File: src/fbalu_pkg.sv
// Shared constants for the four-bit function generator
package fbalu_pkg;
    // Datapath width of one slice
    localparam int FBALU_W = 4;
    // Select codes used by the assertions and the bench
    localparam logic [3:0] FBALU_SEL_PASS = 4'h0;
    localparam logic [3:0] FBALU_SEL_SUB = 4'h6;
    localparam logic [3:0] FBALU_SEL_ADD = 4'h9;
    localparam logic [3:0] FBALU_SEL_DBL = 4'hC;
    // Reset values of the registered outputs
    localparam logic [3:0] FBALU_RST_RESULT = 4'h0;
    localparam logic FBALU_RST_CARRY = 1'b1;
    localparam logic FBALU_RST_PROP = 1'b1;
    localparam logic FBALU_RST_GEN = 1'b1;
    localparam logic FBALU_RST_EQ_OE = 1'b1;
endpackage

File: src/fbalu_if.sv
// Signal bundle between the registered shell and the function core
interface fbalu_if;
    import fbalu_pkg::*;
    logic [FBALU_W-1:0] opa;
    logic [FBALU_W-1:0] opb;
    logic [3:0] sel;
    logic mode;
    logic cin_n;
    logic [FBALU_W-1:0] res;
    logic cout_n;
    logic prop_n;
    logic gen_n;
    logic equal;
    modport core (
        input opa, opb, sel, mode, cin_n,
        output res, cout_n, prop_n, gen_n, equal
    );
    modport user (
        output opa, opb, sel, mode, cin_n,
        input res, cout_n, prop_n, gen_n, equal
    );
endinterface

File: src/fbalu_core.sv
// Stateless function core: per-bit terms, carry chain, cascade outputs
module fbalu_core
    import fbalu_pkg::*;
(
    // Operands, selects and results
    fbalu_if.core io
);
    logic [FBALU_W-1:0] nor_t;
    logic [FBALU_W-1:0] nand_t;
    logic [FBALU_W-1:0] prop;
    logic [FBALU_W-1:0] gen;
    logic [FBALU_W:0] carry;

    // Carry into bit 0 is the inverted pin; pin high means no carry
    assign carry[0] = ~io.cin_n;

    // Per-bit select gating, carry ripple and result bit
    genvar i;
    generate
        for (i = 0; i < FBALU_W; i++) begin : g_bit
            // Select lines pick which operand terms feed each bit
            assign nor_t[i] = ~(io.opa[i] | (io.opb[i] & io.sel[0])
                | (~io.opb[i] & io.sel[1]));
            assign nand_t[i] = ~((io.opa[i] & ~io.opb[i] & io.sel[2])
                | (io.opa[i] & io.opb[i] & io.sel[3]));
            assign prop[i] = ~nor_t[i];
            assign gen[i] = ~nand_t[i];
            // Ripple carry toward the top bit
            assign carry[i+1] = gen[i] | (prop[i] & carry[i]);
            // Mode high masks the carry, leaving a pure bitwise function
            assign io.res[i] = ~((nor_t[i] ^ nand_t[i])
                ^ (~io.mode & ~carry[i]));
        end
    endgenerate

    // Ones-complement subtrahend comes from the select gating above
    assign io.cout_n = ~carry[FBALU_W];
    // Group terms for an outside look-ahead unit, low active
    assign io.prop_n = ~(&prop);
    assign io.gen_n = ~(gen[3] | (prop[3] & gen[2])
        | (prop[3] & prop[2] & gen[1])
        | (prop[3] & prop[2] & prop[1] & gen[0]));
    // Equality is decoded from the result bits only
    assign io.equal = &io.res;
endmodule

File: src/fbalu_top.sv
// Four-bit arithmetic and logic function generator with registered outputs
// How it works
// - Two 4-bit words give a 4-bit result; sixteen arithmetic operations.
// - Mode low lets carries ripple between bits, giving arithmetic.
// - Mode high blocks carries, giving sixteen bitwise logic functions.
// - Group propagate and generate cover four bits for look-ahead.
// - Ripple carry enters bit 0 and leaves from bit 3.
// - Subtract adds the complemented subtrahend: A-B-1, forced carry gives A-B.
// - Equality output is high when all result bits are high.
// - Equality output is open-collector so several can be wire-ANDed.
// - In subtract, carry-in and carry-out pair give relative magnitude.
// - Same pins serve active-low data; cascade outputs read inverted.
// - Active-high and active-low operation sets come from one mapping.
// - Adding an operand to itself shifts each bit one place up.
module fbalu_top
    import fbalu_pkg::*;
(
    // Clock, enable and reset
    input wire logic clk,
    input wire logic clk_en,
    input wire logic sys_rst,
    // Operands
    input wire logic [FBALU_W-1:0] operand_a,
    input wire logic [FBALU_W-1:0] operand_b,
    // Function selects, mode and carry pin (low means carry)
    input wire logic func_select_bit0,
    input wire logic func_select_bit1,
    input wire logic func_select_bit2,
    input wire logic func_select_bit3,
    input wire logic mode_ctrl,
    input wire logic carry_input,
    // Result bits
    output logic result_bit0,
    output logic result_bit1,
    output logic result_bit2,
    output logic result_bit3,
    // Carry and look-ahead outputs, low active
    output logic carry_output,
    output logic group_prop_n,
    output logic group_gen_n,
    // Open-collector equality pin: output level and enable
    output logic equal_out,
    output logic equal_oe
);
    fbalu_if link ();

    logic [FBALU_W-1:0] result_r;
    logic [FBALU_W-1:0] result_nxt;
    logic carry_r;
    logic carry_nxt;
    logic prop_r;
    logic prop_nxt;
    logic gen_r;
    logic gen_nxt;
    logic eq_oe_r;
    logic eq_oe_nxt;

    // Drive the core straight from the pins
    assign link.opa = operand_a;
    assign link.opb = operand_b;
    assign link.sel = {func_select_bit3, func_select_bit2,
        func_select_bit1, func_select_bit0};
    assign link.mode = mode_ctrl;
    assign link.cin_n = carry_input;

    // Pure combinational core; the only state is the output stage
    fbalu_core u_core (
        .io(link.core)
    );

    // Next output values; a low enable holds the previous ones
    always_comb begin
        result_nxt = result_r;
        carry_nxt = carry_r;
        prop_nxt = prop_r;
        gen_nxt = gen_r;
        eq_oe_nxt = eq_oe_r;
        if (sys_rst) begin
            result_nxt = FBALU_RST_RESULT;
            carry_nxt = FBALU_RST_CARRY;
            prop_nxt = FBALU_RST_PROP;
            gen_nxt = FBALU_RST_GEN;
            eq_oe_nxt = FBALU_RST_EQ_OE;
        end else if (clk_en) begin
            result_nxt = link.res;
            carry_nxt = link.cout_n;
            prop_nxt = link.prop_n;
            gen_nxt = link.gen_n;
            // Only ever pull low; high is left to the pull-up
            eq_oe_nxt = ~link.equal;
        end
    end

    // Output stage registers
    always_ff @(posedge clk) begin
        result_r <= result_nxt;
        carry_r <= carry_nxt;
        prop_r <= prop_nxt;
        gen_r <= gen_nxt;
        eq_oe_r <= eq_oe_nxt;
    end

    // Every output but the constant equal_out comes straight from a flip-flop
    assign result_bit0 = result_r[0];
    assign result_bit1 = result_r[1];
    assign result_bit2 = result_r[2];
    assign result_bit3 = result_r[3];
    assign carry_output = carry_r;
    assign group_prop_n = prop_r;
    assign group_gen_n = gen_r;
    // Open-collector: level is always low, enable decides
    assign equal_out = 1'b0;
    assign equal_oe = eq_oe_r;

    // Helper terms for the checks below
    logic [3:0] sel_w;
    logic [4:0] sum_w;
    logic [3:0] res_w;
    assign sel_w = link.sel;
    assign sum_w = {1'b0, operand_a} + {1'b0, operand_b};
    assign res_w = {result_bit3, result_bit2, result_bit1, result_bit0};

    // Plain add with the carry pin released
    property p_add;
        @(posedge clk) disable iff (sys_rst)
        clk_en && !mode_ctrl && sel_w == FBALU_SEL_ADD && carry_input
        |=> res_w == $past(sum_w[3:0]);
    endproperty
    a_add: assert property (p_add) else $error("add result wrong");

    // A live carry on the transfer code must add one
    property p_incr;
        @(posedge clk) disable iff (sys_rst)
        clk_en && !mode_ctrl && sel_w == FBALU_SEL_PASS && !carry_input
        |=> res_w == $past(operand_a) + 4'h1;
    endproperty
    a_incr: assert property (p_incr) else $error("carry not used");

    // Logic mode on the subtract code gives exclusive-OR
    property p_xor;
        @(posedge clk) disable iff (sys_rst)
        clk_en && mode_ctrl && sel_w == FBALU_SEL_SUB
        |=> res_w == ($past(operand_a) ^ $past(operand_b));
    endproperty
    a_xor: assert property (p_xor) else $error("logic xor wrong");

    // Group generate must agree with the carry out of a plain add, propagate with A OR B
    property p_gen;
        @(posedge clk) disable iff (sys_rst)
        clk_en && !mode_ctrl && sel_w == FBALU_SEL_ADD
        |=> group_gen_n == !$past(sum_w[4]) && group_prop_n ==
            !(&($past(operand_a) | $past(operand_b)));
    endproperty
    a_gen: assert property (p_gen) else $error("cascade wrong");

    // Ripple out is low active, so overflow pulls it low
    property p_cout;
        @(posedge clk) disable iff (sys_rst)
        clk_en && !mode_ctrl && sel_w == FBALU_SEL_ADD && !carry_input
        |=> carry_output == !($past(sum_w) + 5'h01 > 5'h0F);
    endproperty
    a_cout: assert property (p_cout) else $error("ripple out wrong");

    // Without the forced carry the difference is one short
    property p_sub;
        @(posedge clk) disable iff (sys_rst)
        clk_en && !mode_ctrl && sel_w == FBALU_SEL_SUB && carry_input
        |=> res_w == $past(operand_a) - $past(operand_b) - 4'h1;
    endproperty
    a_sub: assert property (p_sub) else $error("subtract wrong");

    // Enable high pulls the wire low, meaning not equal
    property p_equal;
        @(posedge clk) disable iff (sys_rst)
        clk_en && !mode_ctrl && sel_w == FBALU_SEL_SUB && carry_input
        |=> equal_oe == ($past(operand_a) != $past(operand_b));
    endproperty
    a_equal: assert property (p_equal) else $error("equal wrong");

    // Carry pin high on both ends reads as A not above B
    property p_mag;
        @(posedge clk) disable iff (sys_rst)
        clk_en && !mode_ctrl && sel_w == FBALU_SEL_SUB && carry_input
        |=> carry_output == ($past(operand_a) <= $past(operand_b));
    endproperty
    a_mag: assert property (p_mag) else $error("magnitude wrong");

    // Doubling moves every bit one place up
    property p_dbl;
        @(posedge clk) disable iff (sys_rst)
        clk_en && !mode_ctrl && sel_w == FBALU_SEL_DBL && carry_input
        |=> res_w == {$past(operand_a[2:0]), 1'b0};
    endproperty
    a_dbl: assert property (p_dbl) else $error("shift wrong");

    // Enable low freezes result and ripple out
    property p_hold;
        @(posedge clk) disable iff (sys_rst)
        !clk_en ##1 !sys_rst |-> $stable(res_w) && $stable(carry_output);
    endproperty
    a_hold: assert property (p_hold) else $error("hold broken");

    // Top select with no carry counts down by one
    property p_dec;
        @(posedge clk) disable iff (sys_rst)
        clk_en && !mode_ctrl && sel_w == 4'hF && carry_input
        |=> res_w == $past(operand_a) - 4'h1;
    endproperty
    a_dec: assert property (p_dec) else $error("dec wrong");

    // Same select with a carry passes A straight through
    property p_pass;
        @(posedge clk) disable iff (sys_rst)
        clk_en && !mode_ctrl && sel_w == 4'hF && !carry_input
        |=> res_w == $past(operand_a);
    endproperty
    a_pass: assert property (p_pass) else $error("pass wrong");

    // Constant minus one when no carry enters
    property p_minus1;
        @(posedge clk) disable iff (sys_rst)
        clk_en && !mode_ctrl && sel_w == 4'h3 && carry_input
        |=> res_w == 4'hF;
    endproperty
    a_minus1: assert property (p_minus1) else $error("m1 wrong");

    // The carry ripples through all bits to give zero
    property p_zero;
        @(posedge clk) disable iff (sys_rst)
        clk_en && !mode_ctrl && sel_w == 4'h3 && !carry_input
        |=> res_w == 4'h0;
    endproperty
    a_zero: assert property (p_zero) else $error("zero wrong");

    // Logic constant zero, whatever the carry pin says
    property p_lzero;
        @(posedge clk) disable iff (sys_rst)
        clk_en && mode_ctrl && sel_w == 4'h3
        |=> res_w == 4'h0;
    endproperty
    a_lzero: assert property (p_lzero) else $error("lzero bad");

    // Logic constant one
    property p_lone;
        @(posedge clk) disable iff (sys_rst)
        clk_en && mode_ctrl && sel_w == 4'hC
        |=> res_w == 4'hF;
    endproperty
    a_lone: assert property (p_lone) else $error("lone bad");

    // Logic inversion of A
    property p_nota;
        @(posedge clk) disable iff (sys_rst)
        clk_en && mode_ctrl && sel_w == 4'h0
        |=> res_w == ~$past(operand_a);
    endproperty
    a_nota: assert property (p_nota) else $error("nota bad");

    // Logic AND
    property p_and;
        @(posedge clk) disable iff (sys_rst)
        clk_en && mode_ctrl && sel_w == 4'hB
        |=> res_w == ($past(operand_a) & $past(operand_b));
    endproperty
    a_and: assert property (p_and) else $error("and bad");

    // Logic OR
    property p_or;
        @(posedge clk) disable iff (sys_rst)
        clk_en && mode_ctrl && sel_w == 4'hE
        |=> res_w == ($past(operand_a) | $past(operand_b));
    endproperty
    a_or: assert property (p_or) else $error("or bad");

    // Logic NOR
    property p_nor;
        @(posedge clk) disable iff (sys_rst)
        clk_en && mode_ctrl && sel_w == 4'h1
        |=> res_w == ~($past(operand_a) | $past(operand_b));
    endproperty
    a_nor: assert property (p_nor) else $error("nor bad");

    // Equal words in subtract propagate across the whole group
    property p_peq;
        @(posedge clk) disable iff (sys_rst)
        clk_en && !mode_ctrl && sel_w == FBALU_SEL_SUB
        && operand_a == operand_b
        |=> !group_prop_n;
    endproperty
    a_peq: assert property (p_peq) else $error("prop bad");

    // With the forced carry, ripple out high means A below B
    property p_cmp_lt;
        @(posedge clk) disable iff (sys_rst)
        clk_en && !mode_ctrl && sel_w == FBALU_SEL_SUB && !carry_input
        |=> carry_output == ($past(operand_a) < $past(operand_b));
    endproperty
    a_cmp_lt: assert property (p_cmp_lt) else $error("lt bad");

    // Cascade and equality outputs freeze with the rest
    property p_freeze;
        @(posedge clk) disable iff (sys_rst)
        !clk_en ##1 !sys_rst |-> $stable(group_prop_n)
            && $stable(group_gen_n) && $stable(equal_oe);
    endproperty
    a_freeze: assert property (p_freeze) else $error("not held");
endmodule

File: config.mk
export PLATFORM = sky130hd
export DESIGN_NAME = fbalu_top
export DESIGN_NICKNAME = d
export VERILOG_FILES = /design/src/fbalu_pkg.sv /design/src/fbalu_if.sv /design/src/fbalu_core.sv /design/src/fbalu_top.sv
export SDC_FILE = /design/constraint.sdc
export NUM_CORES = 1
export LEC_CHECK = 0
export BUFFER_PORTS_ARGS = -buffer_cell sky130_fd_sc_hd__buf_2
export CAP_MARGIN = 40
export CORE_MARGIN = 2
export CORE_UTILIZATION = 40
export DETAILED_ROUTE_END_ITERATION = 16
export GPL_TIMING_DRIVEN = 0
export HOLD_SLACK_MARGIN = 0.15
export PLACE_DENSITY = 0.65
export SLEW_MARGIN = 20
export SYNTH_ARGS = -nofsm -noshare
export SYNTH_HDL_FRONTEND = slang
export SYNTH_SLANG_ARGS = --single-unit
File: constraint.sdc
create_clock -name clk -period 1.8 [get_ports clk]
set_clock_uncertainty 0.1 [all_clocks]
set_input_delay 0.09 -clock clk [delete_from_list [all_inputs] [get_ports clk]]
set_output_delay 0.09 -clock clk [all_outputs]
set_load 0.005 [all_outputs]
* Word level (Yosys, flattened, before mapping)
Cells that the tools add are included.
Word-level totals: register bits after elaboration 8, input bits 17, output and inout port bits 9, word-level logic and storage cells 96
Cells by class: bitwise logic cells 89, reductions and logical operators 2
Operators with widths (number):
- 1-bit bitwise AND | 37
- 1-bit NOT | 25
- 1-bit bitwise OR | 19
- 4-bit AND reduction | 2
- 1-bit bitwise XOR | 8

* Depth between registers and ports, before layout
word-level depth 15, depth in mapped cells 6, gate-level depth less buffers 5

* Cells and area by module
A second synthesis with hierarchy kept.
Second synthesis, totals: cell total of the unflattened synthesis 77, area total of the unflattened synthesis 669.4 um^2
By module, submodules not included:
- fbalu_core | times used 1, cells an instance 48, area an instance 362.8 um^2, sequential area each 0.0 um^2
- fbalu_top | times used 1, cells an instance 29, area an instance 306.5 um^2, sequential area each 160.2 um^2

* Least setup slack after synthesis
Ideal clock, no wire load.
path kind input-to-reg, from in func_select_bit3, to reg eq_oe_r (netlist: equal_oe), library setup time 0.144 ns, data arrival time 1.368 ns, data required time 1.556 ns, slack 0.188 ns, stages on the path 5, path buffers 1, path through clkbuf_2 mux4_2 or3_1 o221ai_2 o221ai_1
Between the ends: cells in the longest elaborated chain, start to end 13, elaborated cells between the ends (all ways) 37, those cells by class 36 x bitwise; 1 x reduce/logical
Ends and longest elaborated chain:
- start, declared | RTL line fbalu_top.sv:29 | input wire logic func_select_bit3,
- 1-bit bitwise AND | RTL line fbalu_core.sv:25 | | (io.opa[i] & io.opb[i] & io.sel[3]));
- 1-bit bitwise OR | RTL line fbalu_core.sv:25
- 1-bit bitwise OR | RTL line fbalu_core.sv:29 | assign carry[i+1] = gen[i] | (prop[i] & carry[i]);
- 1-bit bitwise AND | RTL line fbalu_core.sv:29
- 1-bit bitwise OR | RTL line fbalu_core.sv:29
- 1-bit bitwise AND | RTL line fbalu_core.sv:29
- 1-bit bitwise OR | RTL line fbalu_core.sv:29
- 1-bit NOT | RTL line fbalu_core.sv:32 | ^ (~io.mode & ~carry[i]));
- 1-bit bitwise AND | RTL line fbalu_core.sv:32
- 1-bit bitwise XOR | RTL line fbalu_core.sv:32
- 1-bit NOT | RTL line fbalu_core.sv:31 | assign io.res[i] = ~((nor_t[i] ^ nand_t[i])
- 4-bit AND reduction * | RTL line fbalu_core.sv:44 | assign io.equal = &io.res;
- 1-bit NOT * | RTL line fbalu_top.sv:90 | eq_oe_nxt = ~link.equal;
- end signal, assigned | RTL line fbalu_top.sv:100 | eq_oe_r <= eq_oe_nxt;
- end, declared | RTL line fbalu_top.sv:55 | logic eq_oe_r;
Every way passes the cells marked *; elsewhere a longest branch is shown, timed or not. A chain may end at the register's enable or synchronous reset.

* Worst setup path in the final report
from in operand_b[0], to reg eq_oe_r (netlist: equal_oe)
Between the ends: cells in the longest elaborated chain, start to end 15, elaborated cells between the ends (all ways) 35, those cells by class 34 x bitwise; 1 x reduce/logical
Ends and longest elaborated chain:
- start, declared | RTL line fbalu_top.sv:24 | input wire logic [FBALU_W-1:0] operand_b,
- 1-bit bitwise AND / 1-bit NOT (equally long branches) | RTL line fbalu_core.sv:22, fbalu_core.sv:23, fbalu_core.sv:24
- 1-bit bitwise OR, or another cell as far along | RTL line fbalu_core.sv:22 | assign nor_t[i] = ~(io.opa[i] | (io.opb[i] & io.sel[0])
- 1-bit bitwise OR / 1-bit bitwise AND (equally long branches) | RTL line fbalu_core.sv:23, fbalu_core.sv:24
- 1-bit bitwise AND / 1-bit bitwise OR (equally long branches) | RTL line fbalu_core.sv:29, fbalu_core.sv:25
- 1-bit bitwise OR | RTL line fbalu_core.sv:29
- 1-bit bitwise AND | RTL line fbalu_core.sv:29
- 1-bit bitwise OR | RTL line fbalu_core.sv:29
- 1-bit bitwise AND | RTL line fbalu_core.sv:29
- 1-bit bitwise OR | RTL line fbalu_core.sv:29
- 1-bit NOT | RTL line fbalu_core.sv:32
- 1-bit bitwise AND | RTL line fbalu_core.sv:32
- 1-bit bitwise XOR | RTL line fbalu_core.sv:32
- 1-bit NOT | RTL line fbalu_core.sv:31
- 4-bit AND reduction * | RTL line fbalu_core.sv:44
- 1-bit NOT * | RTL line fbalu_top.sv:90
Marks and branches as above.

==> qor.tcl <==
set qor(run_status) {completed}
set qor(clock-sinks) 8
set qor(synth.avg_cell_area_um2) 7.81
set qor(i_o_pins) 26
set qor(dpl-instance-area_um2) 936
set qor(placementRows) 16
set qor(criticalPathCategory) {in2reg}
set qor(buffer_ports.inserted) 21
set qor(grt_pass1_wl_mm) 3.15
set qor(die-width_um) 48.6
set qor(critical_path.endpoint_type) {flop}
set qor(hold_violations) 0
set qor(number_of_enable_flip_flop_cells_after_synthesis) 0
set qor(clk_latency_worst_skew_pair_ns) 0.25
set qor(cts_buf_count) 3
set qor(nNetsFinal) 146
set qor(worstSetupPathDepth) 6
set qor(synth_compound_gate_area_share_pct) 30.0
set qor(chipHeight_um) 48.6
set qor(max_stage_delay_ns) 0.39
set qor(rsz0062_at_grt) {no}
set qor(mappedNetlistNets) 119
set qor(final_max_slew_viol_count) 0
set qor(count_of_antenna_diodes_in_the_layout) 0
set qor(syn-cell-area_um2) 797
set qor(crit_path_cell_trace) {buf_2 -> mux2i_1 -> o21ai_1 -> a311o_1 -> a311oi_1 -> o221ai_1}
set qor(timing.reg2reg.worst_path_depth) 3
set qor(grt_antenna_before_repair) 0
set qor(finish.instance_area_um2) 968
set qor(layout-area-overhead-vs-synth_pct) 21.5
set qor(synth_cell_type_count) 42
set qor(critical-path-slowest-cell) {a311oi_1}
set qor(leakage_nw) 0.424
set qor(timing.max_cap.violations) 0
set qor(route.detailed.wl_per_inst_um) 11.9
set qor(path_clk_slew_ns) 0.05
set qor(synth_top_area_cell) {dfxtp_1}
set qor(place.detailed.hpwl_mm) 1.50
set qor(ctsResizeCount) 0
set qor(yosys.area.top_type_share_pct) 20.1
set qor(vias_per_cell) 5.25
set qor(postSynthCellCount) 102
set qor(drc_errors) 0
set qor(combinational_family_with_the_most_area_after_synthesis) {compound AO/OA/AOI/OAI gates}
set qor(synth-xor-area-share_pct) 3.30
set qor(power_uw) 531
set qor(first_global_vias) 738
set qor(final.setup.tns_ns) 0
set qor(drt-total-wl_mm) 1.83
set qor(synth-warning-count) 0
set qor(synth_mux_area_share_pct) 17.3
set qor(power-per-cell-area_nw_per_um2) 548
set qor(cts_root_buf) {clkbuf_4}
set qor(hold_depth) 3
set qor(vdd_ir_drop_max_mv) 0.218
set qor(effective_utilization_at_floorplan_pct) 41.5
set qor(yosys.area_share.adder_pct) 0
set qor(global_route.overflow_total) 0
set qor(gp_congestion) 0.804
set qor(period_minus_slack_ns) 1.53
set qor(worstPathBufferInverterCount) 1
set qor(critical_path_required_ns) 1.80
set qor(drt_iter0_drc) 20
set qor(fmax_mhz) 652
set qor(post-cts-setup-buffers) 0
set qor(timing.critical_path.fanout_max) 7
set qor(timing.final.ws_setup_ns) 0.266
set qor(synth_ff_type) {dfxtp_1}
set qor(cts-hold-fix-buffers) 1
set qor(grt_start_max_net_pins) 11
set qor(synthesis_stage_register_bit_count) 8
set qor(cts_tree) {yes}
set qor(critPathArrivalTime_ns) 1.54
set qor(grt_util_all_layers_pct) 16.6
set qor(basic_gate_share_of_the_synthesized_area_counting_and_or_nand_and_nor_cells_pct) 21.4
set qor(critPathTopFamily) {compound AO/OA/AOI/OAI gates}
set qor(cts.path.max_buffers) 2
set qor(h-tree-depth) 1
set qor(drt_first_pass_iters) 4
set qor(pre_cts_setup_slack_ns) 0.00877
set qor(hold_path.class) {in2reg}
set qor(asyncSetResetFlopFracSynth_pct) 0
set qor(core_area_um2) 1920
set qor(die-area_um2) 2370
set qor(timing.final.crit_share_pct) 85.2
set qor(setup_violations) 0
set qor(synth_seq_area_share_pct) 20.1
set qor(final_layout_size_suffix_gt1_share_pct) 27.6
set qor(num_vias) 808
set qor(startpoint_type) {primary input}
set qor(ant_nets) 0
set qor(area_contributors_post_synth) {dfxtp_1 (20%), mux4_1 (6.6%), mux2i_1 (5.0%)}
-- sequential cells by signal, summed over array words and instances (netlist names) --
| signal | flops |
|---|---|
| carry_output | 1 |
| group_prop_n | 1 |
| group_gen_n | 1 |
| res_w | 4 |
| equal_oe | 1 |
-- metrics by stage --
stage	instances	hold slack [ns]	util (%)
floorplan	102	0.0616	-
global placement	150	0.260	48.7
detailed placement	150	0.260	48.7
CTS	154	0.156	50.4
global route	154	0.179	50.4
finish	154	0.159	50.4
-- worst reg2reg max path: stages, from the launching register on --
cell     delay (ns)
dfxtp_1        0.30
nor2_1         0.09
a21oi_1        0.04
or2_2          0.27
-- synthesized netlist by cell type (2+ instances only) --
master     n
nor2_1    10
nand2_1    9
dfxtp_1    8
inv_1      8
o21ai_0    6
a21oi_1    5
nor2b_1    5
mux2i_1    4
a311oi_1   3
nand2b_1   3
o21a_1     3
a221o_1    2
buf_2      2
mux2_2     2
mux4_1     2
o211ai_1   2
o21ai_1    2
xnor2_1    2
-- path summary, 6_finish.rpt --
kind              slack (ns)          from      endpoint
setup reg to reg        0.87  group_prop_n  group_prop_n
hold reg to reg         0.35      res_w[2]      res_w[2]
setup / recovery        0.27  operand_b[0]      equal_oe
hold / removal          0.16        clk_en      res_w[3]
-- placed cells by master (no fill, tap or decap), types with 4 or more instances in the layout --
cell type  synthesis  layout
dfxtp_1            8       8
mux2i_1            4       4
nor2_1            10      10
nor2b_1            5       5
nand2_1            9       9
buf_2              2      23
a21oi_1            5       5
o21ai_0            6       6
inv_1              8       8
-- metal layers --
layer | GRT usage [%] | wire (um) | part of all wire [%]
met2 | 27.6 | 847 | 46
met1 | 21.4 | 887 | 48
met3 | 2.16 | 79 | 4.3
met5 | 0 | 0 | 0
met4 | 7.14 | 17 | 0.93
-- logic make-up (layout without fill, tap and decap cells) --
| kind of cell | Yosys count | count (layout) |
|---|---|---|
| compound gates | 33 | 33 |
| buf+inv | 14 | 39 |
| mux | 9 | 9 |
| simple gates | 34 | 34 |
| xor+xnor | 3 | 3 |
| other cells | 1 | 1 |
| flops | 8 | 8 |
-- report_power, final --
group          internal (mW)  switching (mW)
Sequential             0.192         0.00636
Combinational         0.0942           0.103
Clock                 0.0761          0.0587
-- area by class of cell --
class,count,area (um^2)
multi-input combinational,80,577
buffer,5,26.3
sequential,8,160
fill,208,953
timing repair buffer,22,115
tap,27,33.8
inverter,9,33.8
clock buffer,3,22.5
(Power assumes the default switching activity.)
